### config.mk
export PLATFORM = sky130hd
export DESIGN_NAME = eivs_top
export DESIGN_NICKNAME = d
export VERILOG_FILES = /design/src/eivs_pkg.sv /design/src/eivs_sync.sv /design/src/eivs_top.sv
export SDC_FILE = /design/constraint.sdc
export NUM_CORES = 1
export LEC_CHECK = 0
export ABC_CLOCK_PERIOD_IN_PS = 2100
export BUFFER_PORTS_ARGS = -buffer_cell sky130_fd_sc_hd__buf_2
export CORE_MARGIN = 8
export CORE_UTILIZATION = 30
export DETAILED_ROUTE_END_ITERATION = 8
export GPL_TIMING_DRIVEN = 0
export PLACE_DENSITY = 0.55
export SETUP_SLACK_MARGIN = 0.3
export SLEW_MARGIN = 20
export SYNTH_ARGS = -nofsm -noshare
export SYNTH_HDL_FRONTEND = slang
export SYNTH_SLANG_ARGS = --single-unit
### constraint.sdc
create_clock -name clk_i -period 2.1 [get_ports clk_i]
set_input_delay 0.63 -clock clk_i [delete_from_list [all_inputs] [get_ports clk_i]]
set_output_delay 0.63 -clock clk_i [all_outputs]
set_load 0.05 [all_outputs]
### src/eivs_pkg.sv
// Purpose: Shared constants for the external request and vector select block
// Assumes: Byte address of a register is four times its index
// Notes:   Block sizes, field codes and control register reset values live here
package eivs_pkg;
	// ----------------------------------------------------------------
	// Register indexes (byte address = index * 4)
	// ----------------------------------------------------------------
	localparam logic [7:0] IDX_FLAGS    = 8'h3C;
	localparam logic [7:0] IDX_MASK     = 8'h3D;
	localparam logic [7:0] IDX_CORE     = 8'h55;
	localparam logic [7:0] IDX_SENSE    = 8'h69;
	localparam logic [7:0] IDX_PC_MASK  = 8'h70;
	localparam logic [7:0] IDX_PC_EN    = 8'h71;
	localparam logic [7:0] IDX_PC_FLAGS = 8'h72;

	// ----------------------------------------------------------------
	// Field layout and reset values
	// ----------------------------------------------------------------
	localparam int          N_EXT       = 3;
	localparam int          N_PC        = 32;
	localparam int          N_GRP       = 4;
	localparam int          CORE_UNLOCK = 0;
	localparam int          CORE_SELECT = 1;
	localparam logic [7:0]  RST_BYTE    = 8'h00;
	localparam logic [31:0] RST_WORD    = 32'h0000_0000;

	// ----------------------------------------------------------------
	// Sense codes and timing
	// ----------------------------------------------------------------
	localparam logic [1:0]  SENSE_LOW   = 2'h0;
	localparam logic [1:0]  SENSE_ANY   = 2'h1;
	localparam logic [1:0]  SENSE_FALL  = 2'h2;
	localparam logic [1:0]  SENSE_RISE  = 2'h3;
	localparam logic [2:0]  UNLOCK_CYC  = 3'h4;

	typedef enum logic [1:0] {VC_IDLE, VC_UNLOCKED, VC_HOLD} eivs_vc_t;
endpackage

### src/eivs_sync.sv
// Purpose: Two-stage synchroniser with edge detection for request pins
// Assumes: Inputs may change at any time relative to clk_i
// Notes:   First stage feeds only the second stage
`timescale 1ns/1ps
module eivs_sync #(
	parameter int W = 3
) (
	input  wire logic         clk_i,
	input  wire logic         rst_i,
	input  wire logic [W-1:0] pin_i,
	output logic      [W-1:0] level_o,
	output logic      [W-1:0] rise_o,
	output logic      [W-1:0] fall_o
);
	logic [W-1:0] meta;
	logic [W-1:0] prev;

	always_ff @(posedge clk_i)
	begin
		if (rst_i)
		begin
			meta    <= '1;
			level_o <= '1;
			prev    <= '1;
		end
		else
		begin
			meta    <= pin_i;
			level_o <= meta;
			prev    <= level_o;
		end
	end

	assign rise_o = level_o & ~prev;
	assign fall_o = ~level_o & prev;
endmodule // eivs_sync

### src/eivs_top.sv
// Purpose: External request pins, pin-change groups and vector table select
// Assumes: Classic Wishbone slave, 8-bit registers in the low byte lane except the 32-bit pin-change mask
// Notes:   Pins are sampled on clk_i; one ack per request, one wait cycle
//
// Overview of operation
// - Select bit zero puts the vector table at flash address zero.
// - Select bit one moves the table to the boot region base.
// - Requests masked from unlock set until the instruction after select write.
// - Without a select write, requests masked four cycles then released.
// - Automatic masking leaves the global enable bit untouched.
// - Unlock clears four cycles after being set, or on select write.
// - Boot lock blocks requests while running code in the other region.
// - Requests rise regardless of pin direction; software may toggle them.
// - Group g covers pin-change inputs 8g+7 down to 8g.
// - Pin-change detection needs no peripheral clock gating.
// - Low-level mode requests for as long as the pin stays low.
// - Sense field: low level, any edge, falling edge, rising edge.
// - Sense fields at 5:4, 3:2, 1:0; bits 7:6 read zero.
// - Pin request enabled only with its mask bit and global enable.
// - Edges are captured; pulses wider than minimum make a request.
// - A low level gone before wake-up completes makes no request.
// - Flag sets on trigger, clears on vector or write one, zero in level.
// - Pin-change input counts only with its mask and group enable set.
//
// Chosen here: the Wishbone slave port.
`timescale 1ns/1ps
module eivs_top #(
	parameter int ADR_W       = 10,
	parameter int VA_W        = 16,
	parameter int FLASH_WORDS = 32768,
	parameter int BOOT_UNIT   = 512
) (
	input  wire logic              clk_i,
	input  wire logic              rst_i,
	input  wire logic              wb_cyc_i,
	input  wire logic              wb_stb_i,
	input  wire logic              wb_we_i,
	input  wire logic [ADR_W-1:0]  wb_adr_i,
	input  wire logic [3:0]        wb_sel_i,
	input  wire logic [31:0]       wb_dat_i,
	output logic      [31:0]       wb_dat_o,
	output logic                   wb_ack_o,
	input  wire logic [2:0]        ext_request_pins_i,
	input  wire logic [31:0]       pin_change_inputs_i,
	input  wire logic              status_word_ie_i,
	input  wire logic [2:0]        ext_vector_done_i,
	input  wire logic [3:0]        pc_vector_done_i,
	input  wire logic              instr_done_i,
	input  wire logic              in_boot_code_i,
	input  wire logic              app_side_boot_lock_i,
	input  wire logic              boot_side_boot_lock_i,
	input  wire logic [1:0]        boot_size_setting_i,
	output logic      [2:0]        ext_irq_o,
	output logic      [3:0]        pc_irq_o,
	output logic                   vector_table_select_o,
	output logic      [VA_W-1:0]   vector_base_o
);
	// ----------------------------------------------------------------
	// Registers and state
	// ----------------------------------------------------------------
	logic [2:0]           ext_request_flag_bits;
	logic [2:0]           ext_request_mask;
	logic [5:0]           ext_sense_control;
	logic [3:0]           core_upper;
	logic [31:0]          pin_change_mask;
	logic [3:0]           pin_change_group_enable;
	logic [3:0]           pc_flags;
	eivs_pkg::eivs_vc_t   vc_state;
	eivs_pkg::eivs_vc_t   next_vc_state;
	logic [2:0]           unlock_cnt;
	logic [2:0]           next_unlock_cnt;
	logic [2:0]           ext_lvl;
	logic [2:0]           ext_rise;
	logic [2:0]           ext_fall;
	logic [31:0]          pc_rise;
	logic [31:0]          pc_fall;
	logic [2:0]           ext_trig;
	logic [2:0]           ext_req;
	logic [3:0]           pc_trig;
	logic [31:0]          rdata;
	logic [VA_W-1:0]      boot_base;
	logic                 vector_change_unlock;
	logic                 next_auto_mask;
	logic                 blocked;
	logic                 gate;
	logic                 acc;
	logic                 wr;
	logic [7:0]           idx;

	// ----------------------------------------------------------------
	// Pin synchronisers
	// ----------------------------------------------------------------
	// Clocked capture trades true sleep wake-up for a glitch-free core side
	eivs_sync #(.W(eivs_pkg::N_EXT)) u_ext_sync (
		.clk_i  (clk_i),
		.rst_i  (rst_i),
		.pin_i  (ext_request_pins_i),
		.level_o(ext_lvl),
		.rise_o (ext_rise),
		.fall_o (ext_fall)
	);

	eivs_sync #(.W(eivs_pkg::N_PC)) u_pc_sync (
		.clk_i  (clk_i),
		.rst_i  (rst_i),
		.pin_i  (pin_change_inputs_i),
		.level_o(),
		.rise_o (pc_rise),
		.fall_o (pc_fall)
	);

	// ----------------------------------------------------------------
	// Wishbone slave
	// ----------------------------------------------------------------
	assign acc = wb_cyc_i & wb_stb_i;
	assign wr  = acc & wb_we_i & wb_ack_o & wb_sel_i[0];
	assign idx = wb_adr_i[9:2];

	always_ff @(posedge clk_i)
	begin
		if (rst_i)
		begin
			wb_ack_o <= 1'b0;
			wb_dat_o <= eivs_pkg::RST_WORD;
		end
		else
		begin
			wb_ack_o <= acc & ~wb_ack_o;
			wb_dat_o <= rdata;
		end
	end

	always_comb
	begin
		rdata = eivs_pkg::RST_WORD;
		case (idx)
			eivs_pkg::IDX_FLAGS:    rdata[2:0] = ext_request_flag_bits;
			eivs_pkg::IDX_MASK:     rdata[2:0] = ext_request_mask;
			eivs_pkg::IDX_CORE:     rdata[7:0] = {core_upper, 2'h0,
				vector_table_select_o, vector_change_unlock};
			eivs_pkg::IDX_SENSE:    rdata[5:0] = ext_sense_control;
			eivs_pkg::IDX_PC_MASK:  rdata      = pin_change_mask;
			eivs_pkg::IDX_PC_EN:    rdata[3:0] = pin_change_group_enable;
			eivs_pkg::IDX_PC_FLAGS: rdata[3:0] = pc_flags;
			default:                rdata      = eivs_pkg::RST_WORD;
		endcase
	end

	// ----------------------------------------------------------------
	// Plain control registers
	// ----------------------------------------------------------------
	always_ff @(posedge clk_i)
	begin
		if (rst_i)
		begin
			ext_request_mask        <= eivs_pkg::RST_BYTE[2:0];
			ext_sense_control       <= eivs_pkg::RST_BYTE[5:0];
			core_upper              <= eivs_pkg::RST_BYTE[3:0];
			pin_change_group_enable <= eivs_pkg::RST_BYTE[3:0];
		end
		else if (wr)
		begin
			if (idx == eivs_pkg::IDX_MASK)
				ext_request_mask <= wb_dat_i[2:0];
			if (idx == eivs_pkg::IDX_SENSE)
				ext_sense_control <= wb_dat_i[5:0];
			if (idx == eivs_pkg::IDX_CORE)
				core_upper <= wb_dat_i[7:4];
			if (idx == eivs_pkg::IDX_PC_EN)
				pin_change_group_enable <= wb_dat_i[3:0];
		end
	end

	always_ff @(posedge clk_i)
	begin
		if (rst_i)
			pin_change_mask <= eivs_pkg::RST_WORD;
		else if (acc & wb_we_i & wb_ack_o & (idx == eivs_pkg::IDX_PC_MASK))
		begin
			for (int b = 0; b < 4; b++)
				if (wb_sel_i[b])
					pin_change_mask[8*b +: 8] <= wb_dat_i[8*b +: 8];
		end
	end

	// ----------------------------------------------------------------
	// Vector select unlock sequence
	// ----------------------------------------------------------------
	always_comb
	begin
		next_vc_state   = vc_state;
		next_unlock_cnt = unlock_cnt;
		case (vc_state)
			eivs_pkg::VC_IDLE:
			begin
				if (wr && idx == eivs_pkg::IDX_CORE
					&& wb_dat_i[eivs_pkg::CORE_UNLOCK])
				begin
					next_vc_state   = eivs_pkg::VC_UNLOCKED;
					next_unlock_cnt = eivs_pkg::UNLOCK_CYC - 3'h1;
				end
			end
			eivs_pkg::VC_UNLOCKED:
			begin
				if (wr && idx == eivs_pkg::IDX_CORE
					&& !wb_dat_i[eivs_pkg::CORE_UNLOCK])
					next_vc_state = eivs_pkg::VC_HOLD;
				else if (unlock_cnt == 3'h0)
					next_vc_state = eivs_pkg::VC_IDLE;
				else
					next_unlock_cnt = unlock_cnt - 3'h1;
			end
			eivs_pkg::VC_HOLD:
			begin
				if (instr_done_i)
					next_vc_state = eivs_pkg::VC_IDLE;
			end
			default: next_vc_state = eivs_pkg::VC_IDLE;
		endcase
	end

	always_ff @(posedge clk_i)
	begin
		if (rst_i)
		begin
			vc_state              <= eivs_pkg::VC_IDLE;
			unlock_cnt            <= 3'h0;
			vector_table_select_o <= 1'b0;
		end
		else
		begin
			vc_state   <= next_vc_state;
			unlock_cnt <= next_unlock_cnt;
			// Select only moves inside the unlock window
			if (vc_state == eivs_pkg::VC_UNLOCKED
				&& next_vc_state == eivs_pkg::VC_HOLD)
				vector_table_select_o <= wb_dat_i[eivs_pkg::CORE_SELECT];
		end
	end

	assign vector_change_unlock = (vc_state == eivs_pkg::VC_UNLOCKED);
	// Mask starts in the same cycle unlock reads as set
	assign next_auto_mask = (next_vc_state != eivs_pkg::VC_IDLE);

	// ----------------------------------------------------------------
	// Vector table placement
	// ----------------------------------------------------------------
	assign boot_base = VA_W'(FLASH_WORDS
		- (BOOT_UNIT << (3 - int'(boot_size_setting_i))));
	always_ff @(posedge clk_i)
	begin
		if (rst_i)
			vector_base_o <= '0;
		else if (vector_table_select_o)
			vector_base_o <= boot_base;
		else
			vector_base_o <= '0;
	end

	// ----------------------------------------------------------------
	// External request pins
	// ----------------------------------------------------------------
	genvar n;
	generate
		for (n = 0; n < eivs_pkg::N_EXT; n++)
		begin : g_ext
			logic [1:0] sense;
			assign sense = ext_sense_control[2*n +: 2];
			always_comb
			begin
				case (sense)
					eivs_pkg::SENSE_ANY:  ext_trig[n] = ext_rise[n] | ext_fall[n];
					eivs_pkg::SENSE_FALL: ext_trig[n] = ext_fall[n];
					eivs_pkg::SENSE_RISE: ext_trig[n] = ext_rise[n];
					default:              ext_trig[n] = 1'b0;
				endcase
			end
			// Level mode follows the live pin, so a level gone early asks nothing
			assign ext_req[n] = (sense == eivs_pkg::SENSE_LOW) ? ~ext_lvl[n]
				: ext_request_flag_bits[n];

			always_ff @(posedge clk_i)
			begin
				if (rst_i)
					ext_request_flag_bits[n] <= 1'b0;
				else if (sense == eivs_pkg::SENSE_LOW)
					ext_request_flag_bits[n] <= 1'b0;
				else if (ext_trig[n])
					ext_request_flag_bits[n] <= 1'b1;
				else if (ext_vector_done_i[n]
					|| (wr && idx == eivs_pkg::IDX_FLAGS && wb_dat_i[n]))
					ext_request_flag_bits[n] <= 1'b0;
			end
		end
	endgenerate

	// ----------------------------------------------------------------
	// Pin-change groups
	// ----------------------------------------------------------------
	genvar g;
	generate
		for (g = 0; g < eivs_pkg::N_GRP; g++)
		begin : g_pc
			assign pc_trig[g] = pin_change_group_enable[g]
				& |((pc_rise[8*g +: 8] | pc_fall[8*g +: 8])
				& pin_change_mask[8*g +: 8]);

			always_ff @(posedge clk_i)
			begin
				if (rst_i)
					pc_flags[g] <= 1'b0;
				else if (pc_trig[g])
					pc_flags[g] <= 1'b1;
				else if (pc_vector_done_i[g]
					|| (wr && idx == eivs_pkg::IDX_PC_FLAGS && wb_dat_i[g]))
					pc_flags[g] <= 1'b0;
			end
		end
	endgenerate

	// ----------------------------------------------------------------
	// Request outputs
	// ----------------------------------------------------------------
	assign blocked = (vector_table_select_o & app_side_boot_lock_i
		& ~in_boot_code_i) | (~vector_table_select_o
		& boot_side_boot_lock_i & in_boot_code_i);
	// Status word enable is only read here, never written back
	assign gate = status_word_ie_i & ~next_auto_mask & ~blocked;

	always_ff @(posedge clk_i)
	begin
		if (rst_i)
		begin
			ext_irq_o <= 3'h0;
			pc_irq_o  <= 4'h0;
		end
		else
		begin
			ext_irq_o <= ext_req & ext_request_mask & {3{gate}};
			pc_irq_o  <= pc_flags & pin_change_group_enable & {4{gate}};
		end
	end

	// ----------------------------------------------------------------
	// Checks
	// ----------------------------------------------------------------
	AST_UNLOCK_CLR: assert property (@(posedge clk_i)
		disable iff (rst_i)
		$rose(vector_change_unlock) |-> ##[1:4] !vector_change_unlock)
		else $error("unlock bit held past four cycles");

	AST_AUTO_MASK: assert property (@(posedge clk_i)
		disable iff (rst_i)
		$rose(vector_change_unlock) |=> (ext_irq_o == 3'h0)
		&& (pc_irq_o == 4'h0))
		else $error("request seen while unlock window open");

	AST_MASK_RELEASE: assert property (@(posedge clk_i)
		disable iff (rst_i)
		vector_change_unlock && unlock_cnt == 3'h0 && !wr
		|=> vc_state == eivs_pkg::VC_IDLE)
		else $error("mask not released after four cycles");

	// Base is registered, so it follows select one cycle later
	AST_BASE_LOW: assert property (@(posedge clk_i)
		disable iff (rst_i)
		!vector_table_select_o |=> vector_base_o == '0)
		else $error("vector base not zero with select clear");

	AST_BASE_BOOT: assert property (@(posedge clk_i)
		disable iff (rst_i)
		vector_table_select_o |=> vector_base_o == VA_W'(FLASH_WORDS
		- BOOT_UNIT * (8 >> $past(boot_size_setting_i))))
		else $error("vector base not at boot region");

	AST_RSVD_ZERO: assert property (@(posedge clk_i)
		disable iff (rst_i)
		wb_ack_o && $past(idx) == eivs_pkg::IDX_SENSE
		|-> wb_dat_o[7:6] == 2'h0)
		else $error("sense reserved bits not zero");

	AST_LEVEL_REQ: assert property (@(posedge clk_i)
		disable iff (rst_i)
		ext_sense_control[1:0] == eivs_pkg::SENSE_LOW && !ext_lvl[0]
		&& ext_request_mask[0] && gate |=> ext_irq_o[0])
		else $error("low level did not request");

	AST_LEVEL_FLAG: assert property (@(posedge clk_i)
		disable iff (rst_i)
		ext_sense_control[1:0] == eivs_pkg::SENSE_LOW
		&& $past(ext_sense_control[1:0]) == eivs_pkg::SENSE_LOW
		|-> !ext_request_flag_bits[0])
		else $error("flag set in level mode");

	AST_GIE: assert property (@(posedge clk_i)
		disable iff (rst_i)
		!status_word_ie_i |=> ext_irq_o == 3'h0 && pc_irq_o == 4'h0)
		else $error("request with global enable clear");

	AST_BLOCK: assert property (@(posedge clk_i)
		disable iff (rst_i)
		blocked |=> ext_irq_o == 3'h0 && pc_irq_o == 4'h0)
		else $error("request while boot lock blocks");

	AST_GRP_EN: assert property (@(posedge clk_i)
		disable iff (rst_i)
		!pin_change_group_enable[3] |=> !pc_irq_o[3])
		else $error("group three request while disabled");
endmodule // eivs_top

==> impl_metrics.csv <==
group,metric,value,unit
detailed_routing,dr_total_vias,6133,
setup_path,reg2reg_depth,6,
synth,synth-edff-count,0,
die,coreArea,25980,um^2
power,powerDensity,922.5,nW/um^2
setup_path,endpoint_kind,"output pin",
synth,syn_area,7923,um^2
cts,cts_max_level,1,
cts,path_clk_slew,0.06,ns
place,gp_congestion,0.8852,
sta,post-route-min-period,1.757,ns
cts,clk_path_buf_depth,3,
place,place_inst,1272,
sta,tightest_slew,0.6628,ns
cells_and_area,syn_to_final_growth,28.00,%
setup_path,slowest_stage,"dfxtp_1",
setup_path,crit_type,"reg -> out",
setup_path,cpPeakStageDelay,0.36,ns
synth,yosysTopAreaCell,"dfxtp_1",
cells_and_area,antenna_cells,0,
global_routing,overflow,0,
detailed_routing,postRouteAntennaNets,0,
cells_and_area,fin_area,10140,um^2
setup_path,crit_required,1.47,ns
power,p_total,9.355,mW
setup_path,critPathBufInv,1,
cells_and_area,final_cells,1319,
detailed_routing,via_per_inst,4.650,
die,io_pins,157,
sta,relSlewSlack,0.5581,
synth,synth_top_flop_cell,"dfxtp_1",
place,placed_area,9100,um^2
setup_path,start_kind,"register",
synth,synth_seq_cells,214,
die,dieArea,31860,um^2
global_routing,grt_usage,0.1375,
hold_path,hold_start,"ext_request_pins_i[2]",
synth,synthArstFlopShare,0,
cts,clock-root-buffer,"clkbuf_16",
die,die_y,178.5,um
die,die_w,178.5,um
global_routing,grt_pass1_wl,34.45,mm
detailed_routing,drtPass1Iterations,7,
setup_path,rrSetupSlack,0.42,ns
cts,cts.sinks,214,
synth,yosys-top-cells-area,"dfxtp_1 (54%), or2_2 (8.1%), xor2_1 (3.5%), a21oi_1 (3.1%), mux2i_1 (2.8%)",
cts,clk_latency,0.50,ns
hold_path,holdPathEnd,"u_ext_sync.meta[2]",
sta,finalSetupViolCount,0,
cells_and_area,fin_nets,1077,
sta,finClkSkew,0.01920,ns
cts,cts_buffers,23,
detailed_routing,avgRoutedWirePerCell,17.09,um
sta,finalCritPeriodShare,0.8367,
place,dp_hpwl,17.28,mm
power,vdd_drop_max,545.7,uV
cells_and_area,drive_gt1_frac,0.3476,
synth,syn_area_per_cell,10.05,um^2
die,start_util,0.3049,
sta,fmax,0.5691,GHz
status,status,"finished clean",
setup_path,r2r_end,"pin_change_mask[16]",
global_routing,grt_max_degree,15,
setup_path,r2r-start,"wb_ack_o",
cells_and_area,most-common-layout-cells,"dfxtp_1 (212), buf_2 (140), or2_2 (102)",
place,portBuffers,141,
sta,hold_viol_final,0,
detailed_routing,drtIter0Drc,353,
global_routing,grt_antenna_before_repair,1,
detailed_routing,routed_wl,22.54,mm
synth,synth_top_area_frac,0.5407,
setup_path,arrival,1.13,ns
synth,yosysWarningCount,0,
sta,fin_tns_setup,0,ns
cells_and_area,layout_commonest_cell,"dfxtp_1",
detailed_routing,drcViolationCount,0,
synth,syn_inst,788,
sta,finalMaxSlewViolations,0,
synth,yosysSeqAreaShare,0.5407,
sta,timing.hold.ws,0.3062,ns
synth,synthDistinctLibCells,58,
cts,ctsHoldBuffers,0,
hold_path,hp-class,"in -> reg",
global_routing,grt_pass1_vias,6109,
setup_path,crit_chain,"buf_2",
setup_path,cp_top_family,"flip-flops",
die,rows,59,
power,cellLeakagePower,4.337,nW
sta,grt_setup_unrepaired,"yes",
cts,cts_tree,"built",
job,maxCapViolCount,0,
setup_path,critPathMaxFanout,1,
hold_path,holdPathStages,2,
==> where the power goes <==
| part | internal, mW | switching, mW |
|---|---|---|
| clock network | 3.13 | 1.60 |
| logic | 0.185 | 0.268 |
| registers | 4.14 | 0.0320 |
==> stage by stage <==
step                        util  setup slack, ns
after floorplan                -           0.1412
after global placement    0.3502          -0.4434
after detailed placement  0.3502          -0.5046
after CTS                 0.3870           0.3011
after global routing      0.3903           0.2810
final                     0.3903           0.3430
==> worst max path at each step <==
stage	start	end	slack (ns)	cells after the start
finish	wb_dat_o[8]	wb_dat_o[8]	0.34	1
global route	wb_ack_o	pc_flags[0]	0.28	6
global placement	rst_i	vector_table_select_o	-0.44	4
detailed placement	rst_i	pin_change_mask[31]	-0.50	4
CTS	wb_ack_o	ext_sense_control[5]	0.30	6
floorplan	wb_adr_i[2]	pin_change_mask[10]	0.14	5
==> cells in the mapped netlist (all sizes together), types with 5 or more instances <==
library cell and number:
nor2b 9, or2 102, o21ai 37, and2 7, nand3 36, clkbuf 34, nor3 9, xor2 32
a21oi 50, and3 25, ha 9, dfxtp 214, nor2 28, mux2i 22, a22o 18, inv 26
and3b 6, buf 19, nand4 13, a22oi 5, o211ai 9, nand2 27
==> cell families after synthesis <==
family / synth area share
simple gates: 0.2162
compound gates: 0.1197
flops: 0.5407
buf+inv: 0.04548
mux: 0.02780
other cells: 0.0004733
fa+ha+maj: 0.01421
xor+xnor: 0.03538
==> state kept, by name, indices dropped and copies added, names as in the netlist, 4 cells and up <==
signal and cells:
pin_change_mask 32, u_pc_sync.level_o 32, u_pc_sync.meta 32, u_pc_sync.prev 32
wb_dat_o 32, vector_base_o 7, ext_sense_control 6, core_upper 4
pc_flags 4, pc_irq_o 4, pin_change_group_enable 4
==> final cells by class <==
type,count,area [um^2]
Timing Repair Buffer,146,754.5
Inverter,26,97.59
Multi-Input combinational cell,504,3388
Clock buffer,29,638.1
Tap cell,335,419.2
Sequential cell,214,4287
Fill cell,2629,15840
Clock inverter,12,262.8
Buffer,53,294.0
==> timing repair <==
| item | in CTS | in global routing |
|---|---|---|
| pin swaps | 1 | 2 |
| gates resized for setup | 12 | 19 |
| setup buffers | 3 | 2 |
| endpoints found under the setup margin | 141 | 55 |
| gates cloned | 0 | 1 |
==> per-layer routing <==
layer | part of all wire | vias to the layer above | track usage | wire [um]
met5 | 0.00053 | - | 0 | 12
met4 | 0.025 | 2 | 0.04340 | 555
met2 | 0.45 | 199 | 0.2216 | 10130
met3 | 0.069 | 39 | 0.02667 | 1555
met1 | 0.46 | 2826 | 0.1823 | 10290
li1 | - | 3067 | - | -
Power figures use the tool's default switching activity.
